==> src/rtl/ptf_pkg.sv <==
// Purpose: Shared constants and types of the priority telemetry framer
// Assumes: One byte lane toward the downlink, one clock
// Notes: Frame layout positions, priority levels and check settings live here
package ptf_pkg;

  // ----------------------------------------------------------------
  // Frame layout
  // ----------------------------------------------------------------
  localparam logic [4:0] POS_SYNC0 = 5'h00;
  localparam logic [4:0] POS_SYNC1 = 5'h01;
  localparam logic [4:0] POS_INFO = 5'h02;
  localparam logic [4:0] POS_COUNT = 5'h03;
  localparam logic [4:0] POS_PAY_FIRST = 5'h04;
  localparam logic [4:0] POS_PAY_LAST = 5'h13;
  localparam logic [4:0] POS_CRC_HI = 5'h14;
  localparam logic [4:0] POS_CRC_LO = 5'h15;
  localparam logic [4:0] POS_CSM_HI = 5'h16;
  localparam logic [4:0] POS_CSM_LO = 5'h17;
  localparam logic [4:0] POS_FRAME_LAST = 5'h17;
  localparam logic [4:0] STEP_ONE = 5'h01;
  localparam int PAYLOAD_BYTES = 16;
  localparam logic [5:0] PAYLOAD_LEN = 6'h10;
  localparam logic [7:0] SYNC_BYTE0 = 8'hEB;
  localparam logic [7:0] SYNC_BYTE1 = 8'h90;
  localparam logic [7:0] PAD_BYTE = 8'h00;

  // ----------------------------------------------------------------
  // Counter, queue and packets
  // ----------------------------------------------------------------
  localparam logic [7:0] COUNT_LAST = 8'hFE;
  localparam logic [7:0] COUNT_STEP = 8'h01;
  localparam int NUM_SLOTS = 8;
  localparam int SLOT_W = 3;
  localparam int MAX_PKT = 32;
  localparam int LEN_W = 6;
  localparam logic [5:0] LEN_ONE = 6'h01;
  localparam logic [5:0] PKT_HDR_BYTES = 6'h02;
  localparam logic [5:0] PKT_MAX_LEN = 6'h20;

  // ----------------------------------------------------------------
  // Priorities and message info fields
  // ----------------------------------------------------------------
  localparam logic [3:0] PRIO_TOP = 4'h1;
  localparam logic [3:0] PRIO_LAST_SENT = 4'hA;
  localparam logic [3:0] PRIO_REFRESH_LO = 4'h8;
  localparam logic [3:0] PRIO_REFRESH_HI = 4'hA;
  localparam logic [3:0] PRIO_NONE = 4'hF;
  localparam logic [1:0] SEQ_SINGLE = 2'h0;
  localparam logic [1:0] SEQ_FIRST = 2'h1;
  localparam logic [1:0] SEQ_CONT = 2'h2;
  localparam logic [1:0] SEQ_LAST = 2'h3;
  localparam logic [1:0] SEQ_STEP = 2'h1;

  // ----------------------------------------------------------------
  // Check values over the frame
  // ----------------------------------------------------------------
  localparam logic [15:0] CRC_POLY = 16'h1021;
  localparam logic [15:0] CRC_INIT = 16'hFFFF;
  localparam logic [15:0] CSM_INIT = 16'h0000;
  localparam logic [4:0] CHECK_FIRST = 5'h00;
  localparam logic [4:0] CHECK_LAST = 5'h13;

  typedef enum logic [2:0] {ST_IDLE, ST_PICK, ST_COPY, ST_CHECK, ST_SEND, ST_RETIRE} ptf_state_t;

endpackage : ptf_pkg
==> src/rtl/ptf_check_gen.sv <==
// Purpose: Running CRC and rotating word checksum over frame bytes
// Assumes: Bytes arrive high byte first within each 16-bit word
// Notes: Odd trailing byte is held and never added
`timescale 1ns/10ps
module ptf_check_gen
  import ptf_pkg::*;
#(
  parameter logic [15:0] POLY = CRC_POLY,
  parameter logic [15:0] INIT = CRC_INIT
)
(
  input wire logic sys_clk,
  input wire logic reset,
  input wire logic clear,
  input wire logic step,
  input wire logic [7:0] dataByte,
  output logic [15:0] crcValue,
  output logic [15:0] csmValue
);

  typedef struct packed {
    logic [15:0] crc;
    logic [15:0] rotating_word_checksum;
    logic [7:0] hiByte;
    logic haveHi;
  } ptf_chk_t;

  ptf_chk_t chk_reg;
  ptf_chk_t chk_next;

  // Bitwise CRC step, MSB first
  function automatic logic [15:0] crcByte(input logic [15:0] c, input logic [7:0] b);
    logic [15:0] v;
    v = c;
    for (int i = 7; i >= 0; i--)
    begin
      v = (v[15] ^ b[i]) ? ({v[14:0], 1'b0} ^ POLY) : {v[14:0], 1'b0};
    end
    return v;
  endfunction : crcByte

  // Accumulate with the carry out of bit 15 dropped, then rotate right by one bit
  always_comb
  begin
    logic [15:0] sum;
    sum = '0;
    chk_next = chk_reg;
    if (clear)
    begin
      chk_next.crc = INIT;
      chk_next.rotating_word_checksum = CSM_INIT;
      chk_next.haveHi = 1'b0;
    end
    else if (step)
    begin
      chk_next.crc = crcByte(chk_reg.crc, dataByte);
      if (!chk_reg.haveHi)
      begin
        chk_next.hiByte = dataByte;
        chk_next.haveHi = 1'b1;
      end
      else
      begin
        sum = chk_reg.rotating_word_checksum + {chk_reg.hiByte, dataByte};
        chk_next.rotating_word_checksum = {sum[0], sum[15:1]};
        chk_next.haveHi = 1'b0;
      end
    end
  end

  // State register
  always_ff @(posedge sys_clk)
  begin
    if (reset)
    begin
      chk_reg <= '0;
    end
    else
    begin
      chk_reg <= chk_next;
    end
  end

  assign crcValue = chk_reg.crc;
  assign csmValue = chk_reg.rotating_word_checksum;

endmodule : ptf_check_gen

==> src/rtl/ptf_framer.sv <==
// Purpose: Builds 24-byte telemetry frames from a queue of prioritised packets
// Assumes: Producers load packet bytes, then commit priority and length
// Notes: A slot must not be reloaded while its packet is being split
// Operation
// - Every frame is exactly 24 bytes
// - Frame opens with two sync bytes
// - Info byte: top priority, sequence control, count
// - 8-bit frame counter, modulo 255, per frame
// - Packets fill bytes four to nineteen
// - Two-byte CRC over frame data
// - Two-byte checksum, add word then rotate
// - Eleven levels, one most urgent
// - Level eleven is never sent
// - Urgent first; oversize first packet splits
// - Then smaller packets fill leftover space
// - Release only after header and trailer
// - Unplaced packets wait for next pass
// - Levels eight to ten refresh each pass
// - Packets start with origin and item identifiers
`timescale 1ns/10ps
module ptf_framer
  import ptf_pkg::*;
(
  input wire logic sys_clk,
  input wire logic reset,
  input wire logic loadWrite,
  input wire logic [SLOT_W-1:0] loadSlot,
  input wire logic [4:0] loadIndex,
  input wire logic [7:0] loadByte,
  input wire logic loadCommit,
  input wire logic [3:0] loadPrio,
  input wire logic [LEN_W-1:0] loadLen,
  input wire logic txReady,
  output logic txValid,
  output logic [7:0] txByte,
  output logic txFirst,
  output logic txLast,
  output logic [NUM_SLOTS-1:0] slotBusy,
  output logic [NUM_SLOTS-1:0] refreshReq
);

  // ----------------------------------------------------------------
  // State
  // ----------------------------------------------------------------
  typedef struct packed {
    ptf_state_t state;
    logic [NUM_SLOTS-1:0] slotValid;
    logic [NUM_SLOTS-1:0][3:0] slotPrio;
    logic [NUM_SLOTS-1:0][LEN_W-1:0] slotLen;
    logic [NUM_SLOTS-1:0] placed;
    logic [PAYLOAD_BYTES-1:0][7:0] payload;
    logic [4:0] fill;
    logic urgent;
    logic [SLOT_W-1:0] curSlot;
    logic [4:0] srcIdx;
    logic [LEN_W-1:0] copyLeft;
    logic [3:0] topPrio;
    logic [1:0] seqCtl;
    logic [1:0] seqCnt;
    logic splitOn;
    logic [SLOT_W-1:0] splitSlot;
    logic [LEN_W-1:0] splitOff;
    logic [7:0] msgCount;
    logic [4:0] frameIdx;
    logic txValid;
    logic [7:0] txByte;
    logic txFirst;
    logic txLast;
    logic [NUM_SLOTS-1:0] refreshReq;
  } ptf_frm_t;

  ptf_frm_t frm_reg;
  ptf_frm_t frm_next;

  // Packet bytes of every slot; the header bytes lead each packet
  logic [7:0] slotMem [NUM_SLOTS][MAX_PKT];
  logic [15:0] crcValue;
  logic [15:0] csmValue;
  logic chkClear;
  logic chkStep;
  logic [7:0] chkByte;

  // header travels inside the packet, parsed on ground
  always_ff @(posedge sys_clk)
  begin
    if (loadWrite)
    begin
      slotMem[loadSlot][loadIndex] <= loadByte;
    end
  end

  // ----------------------------------------------------------------
  // Frame byte selection
  // ----------------------------------------------------------------
  function automatic logic [7:0] frameByte(input ptf_frm_t f, input logic [15:0] crc, input logic [15:0] rotating_word_checksum);
    logic [4:0] pos;
    logic [7:0] b;
    pos = f.frameIdx - POS_PAY_FIRST;
    b = f.payload[pos[3:0]];
    unique case (f.frameIdx)
      POS_SYNC0: b = SYNC_BYTE0;
      POS_SYNC1: b = SYNC_BYTE1;
      POS_INFO: b = {f.topPrio, f.seqCtl, f.seqCnt};
      POS_COUNT: b = f.msgCount;
      POS_CRC_HI: b = crc[15:8];
      POS_CRC_LO: b = crc[7:0];
      POS_CSM_HI: b = rotating_word_checksum[15:8];
      POS_CSM_LO: b = rotating_word_checksum[7:0];
      default: b = f.payload[pos[3:0]];
    endcase
    return b;
  endfunction : frameByte

  // ----------------------------------------------------------------
  // Candidate search
  // ----------------------------------------------------------------
  logic [NUM_SLOTS-1:0] eligible;
  logic [NUM_SLOTS-1:0] fits;
  logic [LEN_W-1:0] freeSpace;

  assign freeSpace = PAYLOAD_LEN - {1'b0, frm_reg.fill};

  genvar gs;
  generate
    for (gs = 0; gs < NUM_SLOTS; gs++)
    begin : g_slot
      // levels one to ten only; left over slots stay eligible
      assign eligible[gs] = frm_reg.slotValid[gs] && !frm_reg.placed[gs] &&
                            frm_reg.slotPrio[gs] >= PRIO_TOP && frm_reg.slotPrio[gs] <= PRIO_LAST_SENT;
      assign fits[gs] = eligible[gs] && frm_reg.slotLen[gs] <= freeSpace;
    end
  endgenerate

  // Most urgent slot of a mask, lowest slot wins a tie
  function automatic logic [SLOT_W:0] bestOf(input logic [NUM_SLOTS-1:0] m,
                                             input logic [NUM_SLOTS-1:0][3:0] p);
    logic [3:0] bp;
    logic [SLOT_W:0] res;
    bp = PRIO_NONE;
    res = '0;
    for (int i = NUM_SLOTS - 1; i >= 0; i--)
    begin
      if (m[i] && p[i] <= bp)
      begin
        bp = p[i];
        res = {1'b1, SLOT_W'(i)};
      end
    end
    return res;
  endfunction : bestOf

  logic [SLOT_W:0] bestAny;
  logic [SLOT_W:0] bestFit;

  assign bestAny = bestOf(eligible, frm_reg.slotPrio);
  assign bestFit = bestOf(fits, frm_reg.slotPrio);

  // ----------------------------------------------------------------
  // Next state
  // ----------------------------------------------------------------
  always_comb
  begin
    logic [SLOT_W-1:0] sel;
    logic [LEN_W-1:0] rem;
    sel = '0;
    rem = '0;
    frm_next = frm_reg;
    frm_next.refreshReq = '0;
    chkClear = 1'b0;
    chkStep = 1'b0;
    chkByte = frameByte(frm_reg, crcValue, csmValue);
    unique case (frm_reg.state)
      ST_IDLE:
      begin
        frm_next.fill = '0;
        frm_next.placed = '0;
        frm_next.urgent = 1'b1;
        frm_next.topPrio = PRIO_NONE;
        frm_next.seqCtl = SEQ_SINGLE;
        frm_next.payload = {PAYLOAD_BYTES{PAD_BYTE}};
        chkClear = 1'b1;
        if (frm_reg.splitOn)
        begin
          // next segment of a split packet
          sel = frm_reg.splitSlot;
          rem = frm_reg.slotLen[sel] - frm_reg.splitOff;
          frm_next.curSlot = sel;
          frm_next.srcIdx = frm_reg.splitOff[4:0];
          frm_next.copyLeft = (rem > PAYLOAD_LEN) ? PAYLOAD_LEN : rem;
          frm_next.seqCtl = (rem > PAYLOAD_LEN) ? SEQ_CONT : SEQ_LAST;
          frm_next.topPrio = frm_reg.slotPrio[sel];
          frm_next.state = ST_COPY;
        end
        else if (bestAny[SLOT_W])
        begin
          frm_next.seqCnt = '0;
          frm_next.state = ST_PICK;
        end
      end
      ST_PICK:
      begin
        sel = bestFit[SLOT_W-1:0];
        if (frm_reg.urgent && !bestAny[SLOT_W])
        begin
          frm_next.state = ST_CHECK;
        end
        // urgent pass takes the head while it fits
        else if (frm_reg.urgent && !fits[bestAny[SLOT_W-1:0]])
        begin
          sel = bestAny[SLOT_W-1:0];
          if (frm_reg.fill == '0)
          begin
            // oversize head opens a split sequence
            frm_next.splitOn = 1'b1;
            frm_next.splitSlot = sel;
            frm_next.splitOff = '0;
            frm_next.curSlot = sel;
            frm_next.srcIdx = '0;
            frm_next.copyLeft = PAYLOAD_LEN;
            frm_next.seqCtl = SEQ_FIRST;
            frm_next.topPrio = frm_reg.slotPrio[sel];
            frm_next.state = ST_COPY;
          end
          else
          begin
            frm_next.urgent = 1'b0;
          end
        end
        else if (!bestFit[SLOT_W])
        begin
          frm_next.state = ST_CHECK;
        end
        else
        begin
          if (!frm_reg.urgent || fits[bestAny[SLOT_W-1:0]])
          begin
            sel = frm_reg.urgent ? bestAny[SLOT_W-1:0] : bestFit[SLOT_W-1:0];
          end
          frm_next.curSlot = sel;
          frm_next.srcIdx = '0;
          frm_next.copyLeft = frm_reg.slotLen[sel];
          frm_next.placed[sel] = 1'b1;
          if (frm_reg.slotPrio[sel] < frm_reg.topPrio)
          begin
            frm_next.topPrio = frm_reg.slotPrio[sel];
          end
          frm_next.state = ST_COPY;
        end
      end
      ST_COPY:
      begin
        frm_next.payload[frm_reg.fill[3:0]] = slotMem[frm_reg.curSlot][frm_reg.srcIdx];
        frm_next.fill = frm_reg.fill + STEP_ONE;
        frm_next.srcIdx = frm_reg.srcIdx + STEP_ONE;
        frm_next.copyLeft = frm_reg.copyLeft - LEN_ONE;
        if (frm_reg.copyLeft == LEN_ONE)
        begin
          frm_next.frameIdx = CHECK_FIRST;
          frm_next.state = frm_reg.splitOn ? ST_CHECK : ST_PICK;
        end
      end
      ST_CHECK:
      begin
        // covered span is a named range
        chkStep = 1'b1;
        frm_next.frameIdx = frm_reg.frameIdx + STEP_ONE;
        if (frm_reg.frameIdx == CHECK_LAST)
        begin
          frm_next.frameIdx = POS_SYNC0;
          frm_next.txValid = 1'b1;
          frm_next.txByte = SYNC_BYTE0;
          frm_next.txFirst = 1'b1;
          frm_next.txLast = 1'b0;
          frm_next.state = ST_SEND;
        end
      end
      ST_SEND:
      begin
        if (txReady)
        begin
          if (frm_reg.frameIdx == POS_FRAME_LAST)
          begin
            frm_next.txValid = 1'b0;
            frm_next.txLast = 1'b0;
            frm_next.state = ST_RETIRE;
          end
          else
          begin
            frm_next.frameIdx = frm_reg.frameIdx + STEP_ONE;
            frm_next.txByte = frameByte(frm_next, crcValue, csmValue);
            frm_next.txFirst = 1'b0;
            frm_next.txLast = (frm_next.frameIdx == POS_FRAME_LAST);
          end
        end
      end
      ST_RETIRE:
      begin
        frm_next.msgCount = (frm_reg.msgCount == COUNT_LAST) ? '0 : frm_reg.msgCount + COUNT_STEP;
        if (frm_reg.splitOn)
        begin
          frm_next.seqCnt = frm_reg.seqCnt + SEQ_STEP;
          frm_next.splitOff = frm_reg.splitOff + PAYLOAD_LEN;
          if (frm_next.splitOff >= frm_reg.slotLen[frm_reg.splitSlot])
          begin
            frm_next.splitOn = 1'b0;
            frm_next.placed[frm_reg.splitSlot] = 1'b1;
          end
        end
        // only sent packets leave; refresh asked for levels eight to ten
        for (int i = 0; i < NUM_SLOTS; i++)
        begin
          if (frm_next.placed[i])
          begin
            frm_next.slotValid[i] = 1'b0;
          end
          frm_next.refreshReq[i] = frm_reg.slotValid[i] && frm_reg.slotPrio[i] >= PRIO_REFRESH_LO &&
                                   frm_reg.slotPrio[i] <= PRIO_REFRESH_HI;
        end
        frm_next.state = ST_IDLE;
      end
      default:
      begin
        frm_next.state = ST_IDLE;
      end
    endcase
    // A commit in the retire cycle wins over the clear
    if (loadCommit && loadLen >= PKT_HDR_BYTES && loadLen <= PKT_MAX_LEN)
    begin
      frm_next.slotValid[loadSlot] = 1'b1;
      frm_next.slotPrio[loadSlot] = loadPrio;
      frm_next.slotLen[loadSlot] = loadLen;
    end
  end

  // State register
  always_ff @(posedge sys_clk)
  begin
    if (reset)
    begin
      frm_reg <= '0;
    end
    else
    begin
      frm_reg <= frm_next;
    end
  end

  ptf_check_gen #(
    .POLY(CRC_POLY),
    .INIT(CRC_INIT)
  ) u_check (
    .sys_clk(sys_clk),
    .reset(reset),
    .clear(chkClear),
    .step(chkStep),
    .dataByte(chkByte),
    .crcValue(crcValue),
    .csmValue(csmValue)
  );

  assign txValid = frm_reg.txValid;
  assign txByte = frm_reg.txByte;
  assign txFirst = frm_reg.txFirst;
  assign txLast = frm_reg.txLast;
  assign slotBusy = frm_reg.slotValid;
  assign refreshReq = frm_reg.refreshReq;
endmodule : ptf_framer

==> config.mk <==
export PLATFORM = sky130hd
export DESIGN_NAME = ptf_framer
export DESIGN_NICKNAME = d
export VERILOG_FILES = /design/src/rtl/ptf_pkg.sv /design/src/rtl/ptf_check_gen.sv /design/src/rtl/ptf_framer.sv
export SDC_FILE = /design/constraint.sdc
export NUM_CORES = 2
export LEC_CHECK = 0
export BUFFER_PORTS_ARGS = -buffer_cell sky130_fd_sc_hd__buf_2
export CAP_MARGIN = 15
export CORE_MARGIN = 8
export CORE_UTILIZATION = 30
export DETAILED_ROUTE_END_ITERATION = 6
export PLACE_DENSITY = 0.55
export SLEW_MARGIN = 20
export SYNTH_ARGS = -nofsm -noshare
export SYNTH_HDL_FRONTEND = slang
export SYNTH_HIERARCHICAL = 1
export SYNTH_SLANG_ARGS = --single-unit
==> constraint.sdc <==
create_clock -name sys_clk -period 19.1 [get_ports sys_clk]
set_clock_uncertainty 0.2 [all_clocks]
set_input_delay 3.82 -clock sys_clk [delete_from_list [all_inputs] [get_ports sys_clk]]
set_output_delay 3.82 -clock sys_clk [all_outputs]
set_load 0.02 [all_outputs]
==> key figures <==
Placed design
  • Routability Congestion: around 0.88
  • IO buf count: 57
  • Setup WS pre-CTS: between 0.9 and 1 ns
  • Placed inst area: 107500 µm²
  • Placed Cells: 10350
  • DP HPWL: around 170000 µm

Logic synthesis
  • Asr flop ratio synth: 0%
  • Post-synth top cells: edfxtp_1, mux4_2, nor2_1
  • Seq/Total Area, Yosys: between 60 and 70%
  • Post-synthesis cell count: 6094
  • Synth warn: 6
  • Synth unique cells: 107
  • Avg Cell Area, Syn: approximately 17 µm²
  • Most common cell in the synthesized netlist: edfxtp_1
  • Post-Syn Area: 102400 µm²
  • Ys flop type: edfxtp_1
  • Synth Net Count: ~6300
  • Synth top area cells: edfxtp_1, mux4_2, dfxtp_1
  • Yosys reg bits: 2385
  • Yosys top cell by area: edfxtp_1
  • Top-area cell type share of the netlist area: 60.07%
  • Post-synth EDFFs: 2048

Cells and area
  • Sequential Area: 68270 µm²
  • Non-filler cells, final: between 10000 and 15000
  • Share of cells above drive strength 1: between 20% and 30%
  • Design Area, Final: between 100000 and 150000 µm²
  • Area of the multi-input gates: 31940 µm²
  • Net count, final: 6208
  • Area Overhead vs Synth: 12.40%
  • Final cell utilization of the core: between 30% and 40%
  • Layout fillers: between 30000 and 40000
  • ANT cells: 0
  • Max reg flops: slightly above 2000

Power
  • Power Density: about 120 nW/µm²
  • VDD IR max: just under 0.0001 V
  • Pleak: around 36 nW

Critical path
  • Max stage delay on crit path: 0.50 ns
  • Worst Setup End Kind: flip-flop
  • Crit path DAT: approximately 18 ns
  • CP max FO: 17
  • Critical Path RT: approximately 20 ns
  • Worst R2R End: frm_reg[46]
  • Slowest-stage cell, CP: dfxtp_2
  • FF-to-FF Start: frm_reg[68]
  • Setup Crit Path Kind: flip-flop to flip-flop
  • CP dominant cell by count: ha_1
  • R2R depth: 84
  • CP startpoint kind: flip-flop
  • Flop2flop setup slack: about 1.5 ns

Route
  • Vias per cell: approximately 5.2
  • Post-DR wirelength/cell: 25.59 µm
  • Drt pass-1 iters: 6
  • Antenna viol nets, final: 0
  • Post-route DRC violation count: 0
  • Vias: 56510
  • Drt total wl: 275700 µm
  • Initial DRC count: roughly 5500

Clock tree
  • Reg clk slew, reported paths: around 0.060 ns
  • CTS Buffer Depth: 4
  • CTS Root Cell: clkbuf_16
  • # hold bufs at CTS: 0
  • Clk sinks: roughly 2400
  • H-tree levels: 4
  • TritonCTS clock tree: done
  • Clk_lat worst skew: 0.91 ns
  • CTS buffer count: ~240

Flow run
  • Max-Cap Viols: 0

STA
  • RSZ-0062 raised after global routing: false
  • Minimum clock period after layout: between 15 and 20 ns
  • Slew of the pin with the lowest slew margin: between 1 and 1.5 ns
  • Setup TNS: 0 ns
  • Fmax: between 0.05 and 0.06 GHz
  • Final Max Tran Viols: 0
  • Final Hold Fails: 0
  • Setup WS post-layout: roughly 1.5 ns
  • Slew HR: approximately 23%
  • Fin crit share: 92.32%
  • Final setup fails: 0

Die
  • Top Ports: 58
  • Initial core utilization: between 30% and 40%
  • Core area: 339800 µm²
  • Die Area: about 360000 µm²
  • Row count: approximately 210
  • Die span in x: between 600 and 700 µm
  • Die Y: roughly 600 µm

Global routing
  • Total grt overflow: 0
  • Initial antenna violation count: 20
  • Vias in the first global route: between 50000 and 60000
  • GRT Total Usage: about 15%
  • Largest net degree at the start of global routing: 120
  • First-pass GRT wire length: 400800 µm

Status
  • Outcome: completed

Hold path
  • Min-Delay Path Depth: 2
  • Hold path startpoint: frm_reg[61]
  • Worst hold path class: flip-flop to flip-flop
-- critical path: cells and delay by family (launching register included) --
family | cells | cell delay [ns]
compound gates | 35 | 6.83
fa+ha+maj | 10 | 2.94
buf+inv | 3 | 0.38
flops | 1 | 0.50
mux | 4 | 1.37
simple gates | 32 | 5.27
-- area by class of cell --
class / count / share of cell area, %
clock inverters: 125 / 1.068
inverters: 92 / 0.3001
repair buffers: 167 / 1.128
well taps: 4536 / 4.932
clock buffers: 302 / 5.480
multi-input cells: 3167 / 27.76
flip-flops and latches: 2385 / 59.33
-- repair_timing --
action | 4_1_cts | 5_1_grt
setup endpoints to repair | 0 | 4
buffers inserted | 0 | 2
resized for setup | 0 | 9
hold endpoints to repair | 0 | 0
-- where the power goes --
part / internal [W] / total, W / switching, W
sequential: 0.00569 / 0.00578 / 0.0000893
clock: 0.00262 / 0.00459 / 0.00198
combinational: 0.00143 / 0.00323 / 0.00180
total: 0.00974 / 0.0136 / 0.00386
-- placed cells by master, fill, tap and decap left out, types with 13 or more instances in the layout --
cell and count:
clkinv_2 39, xnor2_1 32, a211oi_1 56, and2_1 23, mux2i_1 139, nor2_1 687
edfxtp_1 2048, o31ai_1 16, mux4_2 766, nand4_1 31, bufinv_16 22, mux2_2 27
a22oi_1 20, nand3_1 103, clkbuf_8 14, dfxtp_1 327, inv_1 90, a31oi_1 116
nor3_1 33, nor4_1 13, xor2_1 32, a221oi_1 14, o21ai_0 112, clkinv_1 45
o21a_1 18, nor2b_1 45, buf_2 48, and3_1 23, clkbuf_1 53, a21oi_1 184
ha_1 125, nand2b_1 24, nand2_1 250, o211ai_1 22, buf_4 102, clkbuf_16 238
a21o_1 19
-- metrics by stage --
stage / hold WS (ns) / power (W)
after floorplan: 0.2473 / 0.008008
after global placement: 0.2618 / 0.009172
after detailed placement: 0.2671 / 0.009188
after CTS: 0.2687 / 0.01377
after global routing: 0.3033 / 0.01409
final: 0.2687 / 0.01360
-- logic make-up after synthesis --
logic type | synth area share, %
DFF | 66.66
and+or+nand+nor | 5.683
muxes | 18.54
AOI/OAI and AO/OA | 4.682
buffers and inverters | 2.228
adders and majority gates | 1.569
xor gates and xnor gates | 0.6221
other | 0.007336
-- metal layers --
| layer | GRT usage, % | routed length (µm) |
|---|---|---|
| met1 | 20.70 | 119300 |
| met2 | 24.38 | 131800 |
| met3 | 2.246 | 17340 |
| met4 | 3.717 | 7285 |
| met5 | 0 | 13 |
-- worst max path at each step --
stage,cells past startpoint,start,slack (ns),to
floorplan,85,frm_reg[65],2.50,frm_reg[46]
global placement,82,frm_reg[65],0.97,frm_reg[46]
detailed placement,82,frm_reg[65],0.94,frm_reg[46]
CTS,82,frm_reg[65],0.89,frm_reg[46]
global route,86,frm_reg[65],0.04,frm_reg[46]
finish,84,frm_reg[68],1.47,frm_reg[46]
No activity file was read; power rests on OpenSTA's default activity.
